## src/core/hlt_defs.svh

```systemverilog
// Constants for the hardware limit timer mode block.
// Overview of operation
// - Mode bits [4:3] pick class: 00 period, 01 one-shot, 10 monostable, 11 reserved.
// - In debug mode all external trigger and reset inputs are ignored.
// - Modes 011/100/101 run with enable, reset on any, rising, falling edge.
// - Modes 110/111 hold counter reset while signal is low or high.
// - One-shot 000 starts on enable alone and ends after period match.
// - One-shot 001/010/011 start on rising, falling, any edge; no external reset.
// - One-shot 100/101 start on first edge, later same edges reset count.
// - One-shot 110/111 start on rising/falling edge, held reset on low/high level.
// - Monostable 001/010/011 start on edge, stop after match or enable clear.
// - Edge-start modes need a fresh edge after re-enabling to resume.
// - One-shot match: next clock clears enable and stops counter at zero.
// - Monostable 001/010/011 match: next clock stops at zero, enable stays set; monostable 110/111 clear enable as one-shot does.
// - Count compared with period each clock; match clears count next clock.
// - Postscaler reaching selection gives a one-clock pulse and clears, in the period class only.
`ifndef HLT_DEFS_SVH
`define HLT_DEFS_SVH
`define HLT_ADR_CTRL     4'h0
`define HLT_ADR_MODE     4'h1
`define HLT_ADR_PERIOD   4'h2
`define HLT_ADR_COUNT    4'h3
`define HLT_ADR_STATUS   4'h4
`define HLT_CTRL_ON      0
`define HLT_CTRL_DEBUG   1
`define HLT_PERIOD_RST   8'hFF
`define HLT_CLS_PERIOD   2'h0
`define HLT_CLS_ONESHOT  2'h1
`define HLT_CLS_MONO     2'h2
`define HLT_EDGE_GAP     6
`define HLT_LEVEL_MIN    3
`endif

```

## src/core/hlt_pkg.sv

```systemverilog
// Types shared by the hardware limit timer block.
package hlt_pkg;
    typedef struct packed {
        logic [4:0] mode;
        logic [3:0] postscale_select;
        logic       on;
        logic       debug;
    } hlt_ctrl_s;
    typedef enum logic [1:0] {HLT_IDLE, HLT_ARMED, HLT_RUN} hlt_state_e;
endpackage

```

## src/core/hlt_timer.sv

```systemverilog
// Hardware limit timer with mode control and a classic Wishbone slave.
//
// Decided for this implementation: the address map and the Wishbone slave port.
`timescale 1ns/1ns
`default_nettype none
`include "hlt_defs.svh"
module hlt_timer #(
    parameter int WIDTH = 8
) (
    input  wire logic             core_clk,
    input  wire logic             rstn,
    input  wire logic             wb_cyc_i,
    input  wire logic             wb_stb_i,
    input  wire logic             wb_we_i,
    input  wire logic [3:0]       wb_adr_i,
    input  wire logic [3:0]       wb_sel_i,
    input  wire logic [31:0]      wb_dat_i,
    output logic      [31:0]      wb_dat_o,
    output logic                  wb_ack_o,
    input  wire logic             external_reset_signal,
    output logic                  postscaled_pulse_out
);
    if (WIDTH < 2 || WIDTH > 24)
    begin
        $error("WIDTH out of range");
    end

    hlt_pkg::hlt_ctrl_s         ctrl;
    hlt_pkg::hlt_state_e        state;
    logic [WIDTH-1:0]           count_register;
    logic [WIDTH-1:0]           period_register;
    logic [3:0]                 post_cnt;
    logic                       ers_meta;
    logic                       ers_sync;
    logic                       ers_prev;
    logic                       match_seen;

    // Bus decode.
    wire        bus_req  = wb_cyc_i && wb_stb_i && !wb_ack_o;
    wire        bus_wr   = bus_req && wb_we_i && wb_sel_i[0];
    wire        wr_ctrl  = bus_wr && wb_adr_i == `HLT_ADR_CTRL;
    wire        wr_mode  = bus_wr && wb_adr_i == `HLT_ADR_MODE;
    wire        wr_per   = bus_wr && wb_adr_i == `HLT_ADR_PERIOD;
    wire        wr_cnt   = bus_wr && wb_adr_i == `HLT_ADR_COUNT;

    // External input, ignored in debug mode.
    wire        ers      = ctrl.debug ? 1'b0 : ers_sync;
    wire        ers_rise = !ctrl.debug && ers_sync && !ers_prev;
    wire        ers_fall = !ctrl.debug && !ers_sync && ers_prev;
    wire [1:0]  cls      = ctrl.mode[4:3];
    wire [2:0]  sub      = ctrl.mode[2:0];

    function automatic logic edge_pick(input logic [1:0] kind,
                                       input logic r, input logic f);
        case (kind)
            2'h1:    edge_pick = r;
            2'h2:    edge_pick = f;
            2'h3:    edge_pick = r | f;
            default: edge_pick = 1'b0;
        endcase
    endfunction

    // Start edge per sub-mode; 100/110 rising, 101/111 falling.
    wire [1:0]  start_kind = sub[2] ? {sub[0], !sub[0]} : sub[1:0];
    wire        start_edge = edge_pick(start_kind, ers_rise, ers_fall);

    logic run_ok;
    logic hold_rst;
    logic ext_rst;
    logic need_edge;
    always_comb
    begin
        run_ok    = 1'b1;
        hold_rst  = 1'b0;
        ext_rst   = 1'b0;
        need_edge = 1'b0;
        case (cls)
            `HLT_CLS_PERIOD:
            begin
                case (sub)
                    3'h1: run_ok = ers;
                    3'h2: run_ok = !ers;
                    3'h3: ext_rst = ers_rise | ers_fall;
                    3'h4: ext_rst = ers_rise;
                    3'h5: ext_rst = ers_fall;
                    3'h6: hold_rst = !ers;
                    3'h7: hold_rst = ers;
                    default: run_ok = 1'b1;
                endcase
            end
            `HLT_CLS_ONESHOT:
            begin
                need_edge = sub != 3'h0;
                case (sub)
                    3'h4: ext_rst = ers_rise;
                    3'h5: ext_rst = ers_fall;
                    3'h6: hold_rst = !ers;
                    3'h7: hold_rst = ers;
                    default: ext_rst = 1'b0;
                endcase
            end
            `HLT_CLS_MONO:
            begin
                case (sub)
                    3'h1, 3'h2, 3'h3: need_edge = 1'b1;
                    3'h6: hold_rst = !ers;
                    3'h7: hold_rst = ers;
                    default: run_ok = 1'b0;
                endcase
                if (sub == 3'h6 || sub == 3'h7)
                begin
                    run_ok = sub[0] ? !ers : ers;
                end
            end
            default: run_ok = 1'b0;
        endcase
        if (ctrl.debug)
        begin
            hold_rst = 1'b0;
        end
    end

    wire        one_shot = cls == `HLT_CLS_ONESHOT ||
                           (cls == `HLT_CLS_MONO && sub[2:1] == 2'h3);
    wire        mono     = cls == `HLT_CLS_MONO && !sub[2];
    wire        is_match = count_register == period_register;
    wire        counting = state == hlt_pkg::HLT_RUN && ctrl.on &&
                           run_ok && !hold_rst;
    wire        match_now = counting && is_match;
    wire        clr_cnt  = match_now || hold_rst || ext_rst || wr_cnt;
    wire        post_hit = match_seen && !one_shot && !mono &&
                           post_cnt == ctrl.postscale_select;
    wire        ps_clear = wr_cnt || wr_ctrl || ext_rst || post_hit;

    hlt_pkg::hlt_state_e next_state;
    always_comb
    begin
        next_state = state;
        case (state)
            hlt_pkg::HLT_IDLE:
                if (ctrl.on)
                begin
                    next_state = need_edge ? hlt_pkg::HLT_ARMED
                                           : hlt_pkg::HLT_RUN;
                end
            hlt_pkg::HLT_ARMED:
                if (!ctrl.on)
                begin
                    next_state = hlt_pkg::HLT_IDLE;
                end
                else if (start_edge)
                begin
                    next_state = hlt_pkg::HLT_RUN;
                end
            hlt_pkg::HLT_RUN:
                if (!ctrl.on)
                begin
                    next_state = hlt_pkg::HLT_IDLE;
                end
                else if (match_now && (one_shot || mono))
                begin
                    next_state = one_shot ? hlt_pkg::HLT_IDLE
                                          : hlt_pkg::HLT_ARMED;
                end
            default: next_state = hlt_pkg::HLT_IDLE;
        endcase
    end

    always_ff @(posedge core_clk or negedge rstn)
    begin
        if (!rstn)
        begin
            ers_meta <= 1'b0;
            ers_sync <= 1'b0;
            ers_prev <= 1'b0;
        end
        else
        begin
            ers_meta <= external_reset_signal;
            ers_sync <= ers_meta;
            ers_prev <= ers_sync;
        end
    end

    always_ff @(posedge core_clk or negedge rstn)
    begin
        if (!rstn)
        begin
            state          <= hlt_pkg::HLT_IDLE;
            count_register <= '0;
            match_seen     <= 1'b0;
        end
        else
        begin
            state          <= next_state;
            match_seen     <= match_now;
            if (wr_cnt)
            begin
                count_register <= wb_dat_i[WIDTH-1:0];
            end
            else if (clr_cnt)
            begin
                count_register <= '0;
            end
            else if (counting)
            begin
                count_register <= count_register + 1'b1;
            end
        end
    end

    always_ff @(posedge core_clk or negedge rstn)
    begin
        if (!rstn)
        begin
            post_cnt             <= '0;
            postscaled_pulse_out <= 1'b0;
        end
        else
        begin
            postscaled_pulse_out <= post_hit;
            if (ps_clear)
            begin
                post_cnt <= '0;
            end
            else if (match_seen)
            begin
                post_cnt <= post_cnt + 4'h1;
            end
        end
    end

    // Control register; a bus write wins over the hardware clear of enable at a one-shot match.
    wire clr_on = match_now && one_shot;
    always_ff @(posedge core_clk or negedge rstn)
    begin
        if (!rstn)
        begin
            ctrl            <= '0;
            period_register <= {WIDTH{1'b1}};
        end
        else
        begin
            if (wr_ctrl)
            begin
                ctrl.on    <= wb_dat_i[`HLT_CTRL_ON];
                ctrl.debug <= wb_dat_i[`HLT_CTRL_DEBUG];
                ctrl.postscale_select <= wb_dat_i[7:4];
            end
            else if (clr_on)
            begin
                ctrl.on <= 1'b0;
            end
            if (wr_mode)
            begin
                ctrl.mode <= wb_dat_i[4:0];
            end
            if (wr_per)
            begin
                period_register <= wb_dat_i[WIDTH-1:0];
            end
        end
    end

    logic [31:0] rd_mux;
    always_comb
    begin
        case (wb_adr_i)
            `HLT_ADR_CTRL:   rd_mux = {24'h0, ctrl.postscale_select, 2'h0,
                                       ctrl.debug, ctrl.on};
            `HLT_ADR_MODE:   rd_mux = {27'h0, ctrl.mode};
            `HLT_ADR_PERIOD: rd_mux = 32'(period_register);
            `HLT_ADR_COUNT:  rd_mux = 32'(count_register);
            `HLT_ADR_STATUS: rd_mux = {30'h0, state};
            default:         rd_mux = 32'h0;
        endcase
    end

    always_ff @(posedge core_clk or negedge rstn)
    begin
        if (!rstn)
        begin
            wb_ack_o <= 1'b0;
            wb_dat_o <= 32'h0;
        end
        else
        begin
            wb_ack_o <= bus_req;
            wb_dat_o <= rd_mux;
        end
    end

    a_match_clears: assert property (@(posedge core_clk) disable iff (!rstn)
        counting && is_match && !wr_cnt |=> count_register == '0)
        else $error("count not cleared after match");
    a_oneshot_off: assert property (@(posedge core_clk) disable iff (!rstn)
        clr_on && !wr_ctrl |=> !ctrl.on)
        else $error("enable not cleared in one-shot");
    a_mono_keep_on: assert property (@(posedge core_clk) disable iff (!rstn)
        match_now && mono && !wr_ctrl |=> ctrl.on)
        else $error("monostable lost enable");
    a_debug_ignore: assert property (@(posedge core_clk) disable iff (!rstn)
        ctrl.debug |-> !ext_rst && !start_edge && !hold_rst)
        else $error("external input acted in debug");
    a_gate_hold: assert property (@(posedge core_clk) disable iff (!rstn)
        cls == 2'h0 && sub == 3'h1 && !ers && !clr_cnt && !wr_mode
        |=> $stable(count_register))
        else $error("gate did not stop counter");
    a_level_rst: assert property (@(posedge core_clk) disable iff (!rstn)
        cls == 2'h0 && sub == 3'h7 && ers && !wr_cnt
        |=> count_register == '0)
        else $error("level reset not held");
    a_edge_rst: assert property (@(posedge core_clk) disable iff (!rstn)
        cls == 2'h0 && sub == 3'h4 && ers_rise && !wr_cnt
        |=> count_register == '0)
        else $error("edge reset missed");
    a_post_pulse: assert property (@(posedge core_clk) disable iff (!rstn)
        postscaled_pulse_out && ctrl.postscale_select != 4'h0
        |=> !postscaled_pulse_out)
        else $error("postscaled pulse too long");
    a_armed_wait: assert property (@(posedge core_clk) disable iff (!rstn)
        state == hlt_pkg::HLT_ARMED && !start_edge && ctrl.on
        |=> state != hlt_pkg::HLT_RUN)
        else $error("started without edge");
    a_reserved_idle: assert property (@(posedge core_clk) disable iff (!rstn)
        cls == 2'h3 && !wr_cnt |=> $stable(count_register))
        else $error("counted in reserved class");
endmodule
`default_nettype wire

```

## config.mk

```make
export PLATFORM = sky130hd
export DESIGN_NAME = hlt_timer
export DESIGN_NICKNAME = d
export VERILOG_FILES = /design/src/core/hlt_pkg.sv /design/src/core/hlt_timer.sv
export VERILOG_INCLUDE_DIRS = /design/src /design/src/core
export SDC_FILE = /design/constraint.sdc
export NUM_CORES = 1
export LEC_CHECK = 0
export CAP_MARGIN = 20
export CELL_PAD_IN_SITES_DETAIL_PLACEMENT = 0
export CELL_PAD_IN_SITES_GLOBAL_PLACEMENT = 2
export CORE_MARGIN = 8
export CORE_UTILIZATION = 39
export DETAILED_ROUTE_END_ITERATION = 10
export DONT_BUFFER_PORTS = 1
export GPL_TIMING_DRIVEN = 0
export HOLD_SLACK_MARGIN = 0.06
export PLACE_DENSITY_LB_ADDON = 0.1
export REMOVE_ABC_BUFFERS = 1
export SLEW_MARGIN = 40
export SYNTH_ARGS = -nofsm -noshare
export SYNTH_HDL_FRONTEND = slang
export SYNTH_SLANG_ARGS = --single-unit
export TNS_END_PERCENT = 5
```

## constraint.sdc

```tcl
create_clock -name core_clk -period 2.4 [get_ports core_clk]
set_input_delay 0.24 -clock core_clk [delete_from_list [all_inputs] [get_ports core_clk]]
set_output_delay 0.24 -clock core_clk [all_outputs]
set_load 0.01 [all_outputs]
```

# == Word-level counts from Yosys, hierarchy flattened ==
# Index checks and enable logic that the tools add are counted.
# classes
div_mod_pow,0
mux,32
n_addsub,2
multipliers,0
bitwise_logic,1
n_reduce_logical,53
n_shift,0
order_cmp,0
eq_ne,24
# op_table
operator,n
8-bit one-hot mux with 5 select lines,1
8-bit 2-to-1 mux,3
1-bit logical AND,23
2-bit 2-to-1 mux,7
3-bit equality test (second input constant),4
2-bit equality test (second input constant),5
1-bit logical NOT,10
1-bit 2-to-1 mux,10
1-bit one-hot mux with 2 select lines,5
1-bit logical OR,9
1-bit one-hot mux with 3 select lines,3
8-bit by 1-bit adder with 8-bit output (second input constant),1
4-bit by 2-bit equality test with 1-bit output (second input constant),2
8-bit equality test,1
4-bit 2-to-1 mux,2
2-bit by 1-bit equality test with 1-bit output (second input constant),3
3-bit by 2-bit equality test with 1-bit output (second input constant),2
2-bit one-hot mux with 3 select lines,1
3-bit nonzero test,2
3-bit OR reduction,2
5-bit OR reduction,1
4-bit by 1-bit adder with 4-bit output (second input constant),1
4-bit by 1-bit equality test with 1-bit output (second input constant),1
4-bit by 3-bit equality test with 1-bit output (second input constant),1
10 further kinds,12
# totals
romBits,0
latchBits,0
inputBits,46
ff_bits,71
mem_bits_rw,0
out_inout_bits,34
memories,0

# == Depth between registers and ports, before layout ==
# Gate-level depths: netlist of run 1.
# logic_depth
depth_word,13
ltp_mapped,8

# == Least setup slack after synthesis of run 1 ==
# No wires, ideal clock.
# synth_timing
kind,reg-to-reg
startpoint,register ers_sync
endpoint,register count_register[0]
setup_slack_ns,0.450
t_arrival_ns,1.824
path_buffers,1
path_stages_with_launch,7
setup_time_ns,0.126
required_ns,2.274
synth_period_minus_slack_ns,1.950
cell_sequence,dfrtp_1 > buf_4 > or3b_4 > a2111oi_4 > nor4_4 > and2_4 > a221o_1
# synth_between
elab_chain_cells,13
# synth_rtl
item,line,rtl
from (decl),hlt_timer.sv:34,logic ers_sync;
from (signal assigned),hlt_timer.sv:180,ers_sync <= ers_meta;
1-bit 2-to-1 mux,hlt_timer.sv:47,wire ers = ctrl.debug ? 1'b0 : ers_sync;
1-bit logical NOT,-,
1-bit 2-to-1 mux / 1-bit one-hot mux with 2 select lines (equally long branches),-,
"1-bit 2-to-1 mux, on equally long branches",-,
1-bit one-hot mux with 3 select lines / 1-bit 2-to-1 mux (equally long branches),"hlt_timer.sv:77, hlt_timer.sv:117",
1-bit logical AND / 1-bit logical NOT (equally long branches),"hlt_timer.sv:127, hlt_timer.sv:128",
1-bit logical AND,hlt_timer.sv:128,run_ok && !hold_rst;
1-bit logical AND,hlt_timer.sv:129,wire match_now = counting && is_match;
1-bit logical OR (3 in a row),hlt_timer.sv:130,wire clr_cnt = match_now || hold_rst || ext_rst || wr_cnt;
8-bit 2-to-1 mux,hlt_timer.sv:201,else if (clr_cnt)
8-bit 2-to-1 mux,hlt_timer.sv:197,if (wr_cnt)
to (signal assigned),hlt_timer.sv:199,count_register <= wb_dat_i[WIDTH-1:0];
to (signal assigned),hlt_timer.sv:207,count_register <= count_register + 1'b1;
to (decl),hlt_timer.sv:30,logic [WIDTH-1:0] count_register;
# Parallel ways exist; a longest one is shown, timed or not.
# A chain may end at the register's enable or synchronous reset.

# == Worst setup path in the final report of run 1 ==
# layout_timing
startpoint,register ctrl[6] (netlist name)
endpoint,register count_register[0]
# layout_between
elab_chain_cells,13
# layout_rtl
item,line,rtl
from (decl),hlt_timer.sv:28,hlt_pkg::hlt_ctrl_s ctrl;
3-bit equality test (tied with other cells),-,
5-bit OR reduction (no source line),-,
1-bit 2-to-1 mux,hlt_timer.sv:104,case (sub)
1-bit 2-to-1 mux,hlt_timer.sv:110,if (sub == 3'h6 || sub == 3'h7)
1-bit one-hot mux with 3 select lines,hlt_timer.sv:77,case (cls)
1-bit logical AND,hlt_timer.sv:127,wire counting = state == hlt_pkg::HLT_RUN && ctrl.on &&
1-bit logical AND,hlt_timer.sv:128,
1-bit logical AND,hlt_timer.sv:129,
1-bit logical OR (3 in a row),hlt_timer.sv:130,
8-bit 2-to-1 mux,hlt_timer.sv:201,
8-bit 2-to-1 mux,hlt_timer.sv:197,
# Parallel ways exist; a longest one is shown, timed or not.

==> results summary, run 1 <==
The startpoint identified for the worst register-to-register timing path is ctrl[6]. The die extent in y is 102 um. The number of antenna diodes in the final layout is 0. Entering global routing, the biggest net connects between 40 and 50 pins. At the pin with the least slew margin, the transition time is 0.762 ns. The H-tree level count came out at 2. In this run the critical register-to-register path is captured at count_register[0]. By startpoint and endpoint, the worst setup path is classified as register to register. The cell area power density came out at approximately 740 mW/mm2. The floorplan has 31 rows. The most utilized layer in the global route result is met2. Setup violations remaining at the end of the flow were counted as 0. The most critical setup path has its startpoint at ctrl[6]. The first-pass iteration count of the detailed router came out at 4. The number of global-route vias before repair came out at 2041. CTS placed an instance of clkbuf_8 at the clock tree root. Summed over all nets, the switching power comes to ~800 uW.

The count of nets left with antenna violations once routing finished came out at 0. The TritonCTS buffer count is 5. The yosys synthesis warning count is 0. For this run, global-route usage on met3 was measured as 3.61%. The floorplan step defined a core boundary enclosing approximately 0.0072 mm2.

The peak ir drop on the vdd network came out at slightly below 0.3 mV. STA classifies the critical path startpoint as a register. Adding up every negative setup slack in the final design gives 0 ns. For met1 alone, demand over resource in global routing was between 10% and 20%. The post-route DRC violation count came out at 0.

The layout overhead on the synthesized area came out at 4.66%. The number of max-capacitance violations reported came out at 0. The met2 usage is a little under a quarter. The leftover overflow at the end of global routing came out at 0. The switching share of total power came out at 36.6%. The endpoint arrival time on the critical path is 2.47 ns. Leaving out fill and tap cells, the most frequent cells in the layout are dfrtp_1, conb_1, nor2_1. The count of final max-slew check failures is 0. The number of antenna violations at the first check in global routing is 0. The number of hold violations in the final report came to 0. The number of vias per cell after detailed routing came out at 5.29. The library cell used most frequently in the layout, excluding fill and tap cells, is dfrtp_1. The proportion of register bits with asynchronous set or reset after synthesis came out at 100%. The first global-routing pass estimated between 10000 and 15000 um of wire. Counting cells, the worst reg-to-reg path comes to 6. The die extent in x is about 100 um. The total number of clock tree sinks is 47. In this run the worst hold path is classified as input port to register. The worst path needs about 2.3 ns of the cycle, external delays included.

The worst hold slack after final layout came out at 0.0620 ns. The initial core utilization came out at 40.0%. The initial detailed-routing violation count came out at between 70 and 80. The detail-routed net length per standard cell is roughly 19 um. Counting flops with a built-in enable in the synthesized netlist gives 0.

The via count came out at 1996. The cell area after placement is around 0.0028 mm2. After filler insertion, the fill cell instance count of the layout stands at 732. For this block, the routed nets add up to 7180 um of wire. The maximum fanout count along the critical path came out at 17. The final design instance area without fill is 0.00301 mm2. The leakage power came out at between 0.001 and 0.0015 uW. The netlist area before placement came out at about 0.0029 mm2. The post-route clock skew came out at ~0.0061 ns. The proportion of layout cells with a drive suffix above 1 came out at 17.6%. The normalized max-slew margin is approximately half. The number of distinct library cells after synthesis is a little under 60. The worst setup path is captured at a register.

The final cell count without fillers is 377. The clock latency of the later-clocked register in the worst-skew pair is between 0.3 and 0.4 ns. The final cycle utilization of the critical path came out at between 90 and 100%. Per report_power, the clock group accounts for approximately 22% of the total.

The flop and latch count out of synthesis is 47. The number of buffers on the longest clock path came out at 2. The total design power came out at about 2200 uW. The CTS tree is done.

The setup check on the worst reg-to-reg path leaves a slack of between 0.1 and 0.15 ns. The post-synthesis cell count came out at 279. For this run, the register share of the synthesized area comes to about two fifths. The upper clock frequency limit came out at approximately 440 MHz. The die footprint came out at 0.0104 mm2. During placement, the flow inserted port buffers numbering 0.

The required time of the critical path came out at around 2.6 ns. The total number of nets in the final design came out at 330. The global placement routability congestion came out at 0.774. Setup repair after global routing left no endpoint under its margin. The critical path ends at count_register[0]. The internal cell power came out at around 1400 uW. The mean instance size in the synthesized netlist is 10.3 um2. The half-perimeter wire length of the detailed placement result is 5070 um.

The CTS clock-pin slew for the worst setup and hold paths is 0.09 ns. Global routing consumed, over all layers together, between 10% and 20% of the routing resources. The run finished with clean final reports. The flip-flop cell with the highest count after synthesis is dfrtp_1. The total placed cells including tap cells is 364. The I/O pin total came out at 80. The share of power burned in registers is 48.5%. The combinational power share came out at between 20% and 30%.
==> repair_timing <==
item | in CTS | in global routing
cloned | 0 | 0
endpoints found under the hold margin | 49 | 0
gates resized for setup | 0 | 1
pin swaps | 1 | 0
hold buffers | 4 | 0
buffers inserted | 2 | 0
endpoints found under the setup margin | 5 | 7
==> worst min-delay path by stage <==
| stage | depth (start not counted) | start | slack, ns | to |
|---|---|---|---|---|
| floorplan | 0 | rstn | -0.06 | cls[0] |
| global placement | 0 | rstn | -0.05 | count_register[2] |
| detailed placement | 0 | rstn | -0.05 | count_register[2] |
| CTS | 1 | wb_adr_i[1] | 0.06 | wb_dat_o[0] |
| global route | 1 | wb_dat_i[4] | 0.06 | cls[1] |
| finish | 2 | wb_dat_i[7] | 0.06 | count_register[7] |
==> synthesized netlist by cell type, types with 2 or more instances <==
| library cell | count | area, um2 |
|---|---|---|
| dfrtp_1 | 39 | 976 |
| buf_4 | 26 | 195 |
| nor2_1 | 22 | 82.6 |
| mux2_2 | 19 | 214 |
| a21oi_1 | 14 | 70.1 |
| nand2_1 | 14 | 52.6 |
| xnor2_1 | 11 | 96.3 |
| nand3_1 | 9 | 45.0 |
| dfstp_2 | 8 | 210 |
| nor2b_1 | 7 | 43.8 |
| xor2_1 | 7 | 61.3 |
| a22oi_1 | 6 | 45.0 |
| ha_1 | 6 | 75.1 |
| mux2i_1 | 6 | 60.1 |
| o21ai_1 | 6 | 30.0 |
| o211ai_1 | 5 | 37.5 |
| buf_2 | 4 | 20.0 |
| clkbuf_1 | 4 | 15.0 |
| nor3_1 | 4 | 20.0 |
| and3_1 | 3 | 18.8 |
| inv_1 | 3 | 11.3 |
| nand2b_1 | 3 | 18.8 |
| nand3b_1 | 3 | 22.5 |
| nand4_1 | 3 | 18.8 |
| o21ai_0 | 3 | 15.0 |
| o31ai_1 | 3 | 22.5 |
| a31oi_1 | 2 | 12.5 |
| a32oi_1 | 2 | 17.5 |
| and2_1 | 2 | 12.5 |
| buf_1 | 2 | 7.51 |
| nand4b_1 | 2 | 17.5 |
| nor4_1 | 2 | 12.5 |
| o2bb2a_2 | 2 | 22.5 |
| o32ai_1 | 2 | 17.5 |
==> final cells by class <==
class | instances | area (um2) | area share [%]
multi-input combinational | 215 | 1520 | 50.6
sequential | 47 | 1190 | 39.5
tap | 99 | 124 | 4.12
timing repair buffer | 6 | 85.1 | 2.83
clock buffer | 6 | 72.6 | 2.41
inverter | 3 | 11.3 | 0.375
clock inverter | 1 | 7.51 | 0.250
==> cell families (layout without fill, tap and decap cells) <==
| group | Yosys count | count (layout) | synth area share (%) |
|---|---|---|---|
| XOR/XNOR | 18 | 18 | 5.49 |
| adder cells (fa/ha/maj) | 6 | 6 | 2.61 |
| buffers and inverters | 40 | 16 | 9.06 |
| flip-flops | 47 | 47 | 41.3 |
| AO/OA/AOI/OAI | 51 | 51 | 12.7 |
| other | 1 | 24 | 0.131 |
| multiplexers | 26 | 26 | 10.3 |
| AND/OR/NAND/NOR | 90 | 90 | 18.4 |
==> worst max-delay path: stages, from the launching register on <==
cell and delay, ns:
dfrtp_1 0.59, xor2_1 0.22, nor4_2 0.08, nor4_1 0.48, o21ai_4 0.27, and2_4 0.23
a221o_1 0.28
==> through the flow <==
step	util [%]	setup WS (ns)
final	41.9	0.126
after global placement	39.5	-0.0433
after CTS	41.8	0.0573
after global routing	41.9	0.0160
after floorplan	-	0.351
after detailed placement	39.5	-0.0590
==> layer usage <==
metal | vias up | routed length (um)
li1 | 954 | -
met4 | 0 | 99
met5 | - | 0
met2 | 47 | 3460
met1 | 987 | 3160
met3 | 8 | 455
==> power groups by stage <==
stage | clock network [uW] | logic (uW) | registers (uW)
after floorplan | 0 | 500 | 1040
after global placement | 0 | 620 | 1090
after detailed placement | 0 | 626 | 1090
after CTS | 491 | 661 | 1080
after global routing | 521 | 756 | 1100
final | 478 | 662 | 1080
==> state kept, by name, indices dropped and copies added, names as in the netlist <==
signal,flops
state,2
cls,2
period_register,8
ers_prev,1
ctrl,9
postscaled_pulse_out,1
wb_ack_o,1
post_cnt,4
wb_dat_o,8
ers_meta,1
count_register,8
ers_sync,1
match_seen,1
Note: power is estimated with default switching activity, not from simulation.
==> run 2, diff against run 1 <==
Settings changed: CELL_PAD_IN_SITES_DETAIL_PLACEMENT 0 to default, CELL_PAD_IN_SITES_GLOBAL_PLACEMENT 2 to default, CORE_UTILIZATION 39 to 55, PLACE_DENSITY from default to 0.7, PLACE_DENSITY_LB_ADDON 0.1 to default, TNS_END_PERCENT 5 to 20.
==> run 2 against run 1 <==
Effect of this change:
- critical path depth unchanged
- worst setup slack got worse by 0.035 ns
- global-route usage is 1.7 points higher
- utilization is 17 points higher
- design area is 0.37% lower
- critical path type unchanged
- largest cell class unchanged
==> results summary, run 2 (synthesized netlist as in run 1, its figures left out) <==
The flow ran to the end, and the final reports show no timing, DRC or antenna violations. The number of hold violations in the final report came out at 0. 80 I/O pins were placed.

The count of final max-slew check failures is 0. The first TritonRoute pass finished after 4 iterations. The first routing iteration left between 150 and 200 violations. The first global-routing pass estimated 10000 um of wire. The area occupied by multi-input gates is 0.00152 mm2. The leftover overflow at the end of global routing came out at 0. The required time of the critical path came out at 2.59 ns. The final design instance area without fill came out at between 0.002 and 0.003 mm2. In the layout the commonest cells are dfrtp_1, conb_1, nor2_1. The wire length the detailed router placed on met1 is ~3000 um.

TritonCTS built the clock tree. The met2 wire length came out at 2910 um. By startpoint and endpoint, the worst setup path is classified as register to register. Counting I/O delays and the setup requirement, the final critical path takes about 2.3 ns. The length of routed met3 wiring is 379 um.

The end-of-flow core utilization is 59.0%. The number of buffers on the longest clock path is 2. Setup violations remaining at the end of the flow were counted as 0. The total global routing track utilization is 16.5%. Clock tree synthesis found a total of between 40 and 50 sinks. The number of antenna repair diodes is 0. The cell area power density came out at 746 mW/mm2. The maximum fanout count along the critical path came out at 14.

The clock latency of the later-clocked register in the worst-skew pair is 0.30 ns. The cell area after placement is 0.00280 mm2. Once the floorplan was initialized, standard cells occupied between 50% and 60% of the core. CTS placed an instance of clkbuf_8 at the clock tree root. The area occupied by registers is ~0.0012 mm2. At the worst endpoint, the arrival time is about 2.5 ns.

The final cycle utilization of the critical path came out at 96.2%. The number of antenna violations at the first check in global routing is 0. The row count came out at 26.

The number of max-capacitance violations reported is 0. The largest net degree at the start of global routing came out at 48. The flip-flop count of the largest register, all copies and words added is 9. The CTS clock-pin slew for the worst setup and hold paths is roughly 0.090 ns. The post-route DRC violation count is 0. Routed signal wires occupy layers up through met4. Ranked by flip-flop count, first place goes to ctrl.

The peak ir drop on the vdd network is 0.415 mV. In this run the worst hold path is classified as input port to register. The H-tree level count is 2. The post-route clock skew is about 0.0071 ns. The worst pin sits at a relative slew slack of 50.3%. The analysis attributes to cell leakage a power of 0.00128 uW. The proportion of layout cells with a drive suffix above 1 came out at between 15 and 20%. Leaving out fill and tap cells, the most frequent cell in the layout is dfrtp_1. The total design power is 2230 uW.

The number of global-route vias before repair was 1979. The total number of nets in the final design came out at 332. STA classifies the critical path startpoint as a register.

The global placement routability congestion is approximately 0.82. Summing over every cut layer, the via total after detailed routing is 2045. The layout overhead on the synthesized area is 4.27%.

The detail-routed net length per standard cell is 18.0 um. Setup repair after global routing left no endpoint under its margin. The number of vias per cell after detailed routing is just under 6.

The total wirelength of the detailed-routed design is about 6300 um. The die extent in y is slightly below 90 um. The TritonCTS buffer count is 5. Derived from the worst setup path, the maximum achievable clock frequency is about 430 MHz.

The half-perimeter wire length of the detailed placement result is ~4400 um. The transition time at the pin with the least slew margin is 0.735 ns. The die extent in x is ~90 um. The number of port buffers came out at 0.

The die covers around 0.0078 mm2. The number of fill cells in the layout is 444. The core region area is 0.00507 mm2.

The endpoint type of the worst setup path is a register. In this run the remaining antenna-violating nets after routing total 0.
run 2: cell types whose count changed in the layout (fill, tap and decap cells not counted):
cell	change
clkbuf_8	+1
buf_12	-1
clkinvlp_4	-1
clkinv_4	+1
dlygate4sd3_1	+3
run 2: metrics by stage:
step	TNS, ns	hold WS [ns]	setup WS (ns)	instances
after floorplan	0	-0.0556	0.351	265
after global placement	0	-0.0534	0.0563	335
after detailed placement	-0.0534	-0.0534	-0.0350	335
after CTS	0	0.0628	0.0375	350
after global routing	0	0.0722	0.0114	351
final	0	0.0702	0.0909	351
run 2: worst paths after layout:
path,endpoint,start,slack [ns],cells after the start
setup / recovery,count_register[0],ctrl[6],0.09,6
hold / removal,count_register[7],wb_dat_i[7],0.07,2
setup reg to reg,count_register[0],ctrl[6],0.09,6
hold reg to reg,ers_sync,ers_meta,0.36,0
max in group asynchronous,period_register[6],rstn,1.70,2
min in group asynchronous,cls[0],rstn,0.43,2
run 2: layout make-up:
cell class / instances / share of cell area [%]
Multi-Input combinational cell: 215 / 50.8
Sequential cell: 47 / 39.6
Timing Repair Buffer: 8 / 3.17
Tap cell: 70 / 2.92
Clock buffer: 7 / 2.88
Inverter: 3 / 0.376
Clock inverter: 1 / 0.292
run 2: critical path, cell delays in order, from the launching register on:
cell and delay [ns]:
dfrtp_1 0.52, or3b_4 0.47, a2111oi_4 0.45, nor4_4 0.09, buf_4 0.21, and2_4 0.18, a221o_1 0.28
run 2: routing by layer:
layer | vias to the layer above | GRT usage, %
met3 | 6 | 3.44
met4 | 0 | 3.38
met2 | 61 | 25.9
li1 | 958 | -
met1 | 1020 | 22.8
met5 | - | 0
run 2: where the power goes:
part / total (uW) / internal, uW / switching, uW
Clock: 507 / 237 / 270
Combinational: 657 / 291 / 366
Sequential: 1070 / 915 / 156
run 2: timing repair:
item | CTS | global route
buffers inserted | 0 | 0
hold endpoints to repair | 51 | 0
hold buffers | 7 | 0
gates resized for setup | 0 | 1
pin swaps | 1 | 0
cloned | 0 | 0
endpoints found under the setup margin | 3 | 3
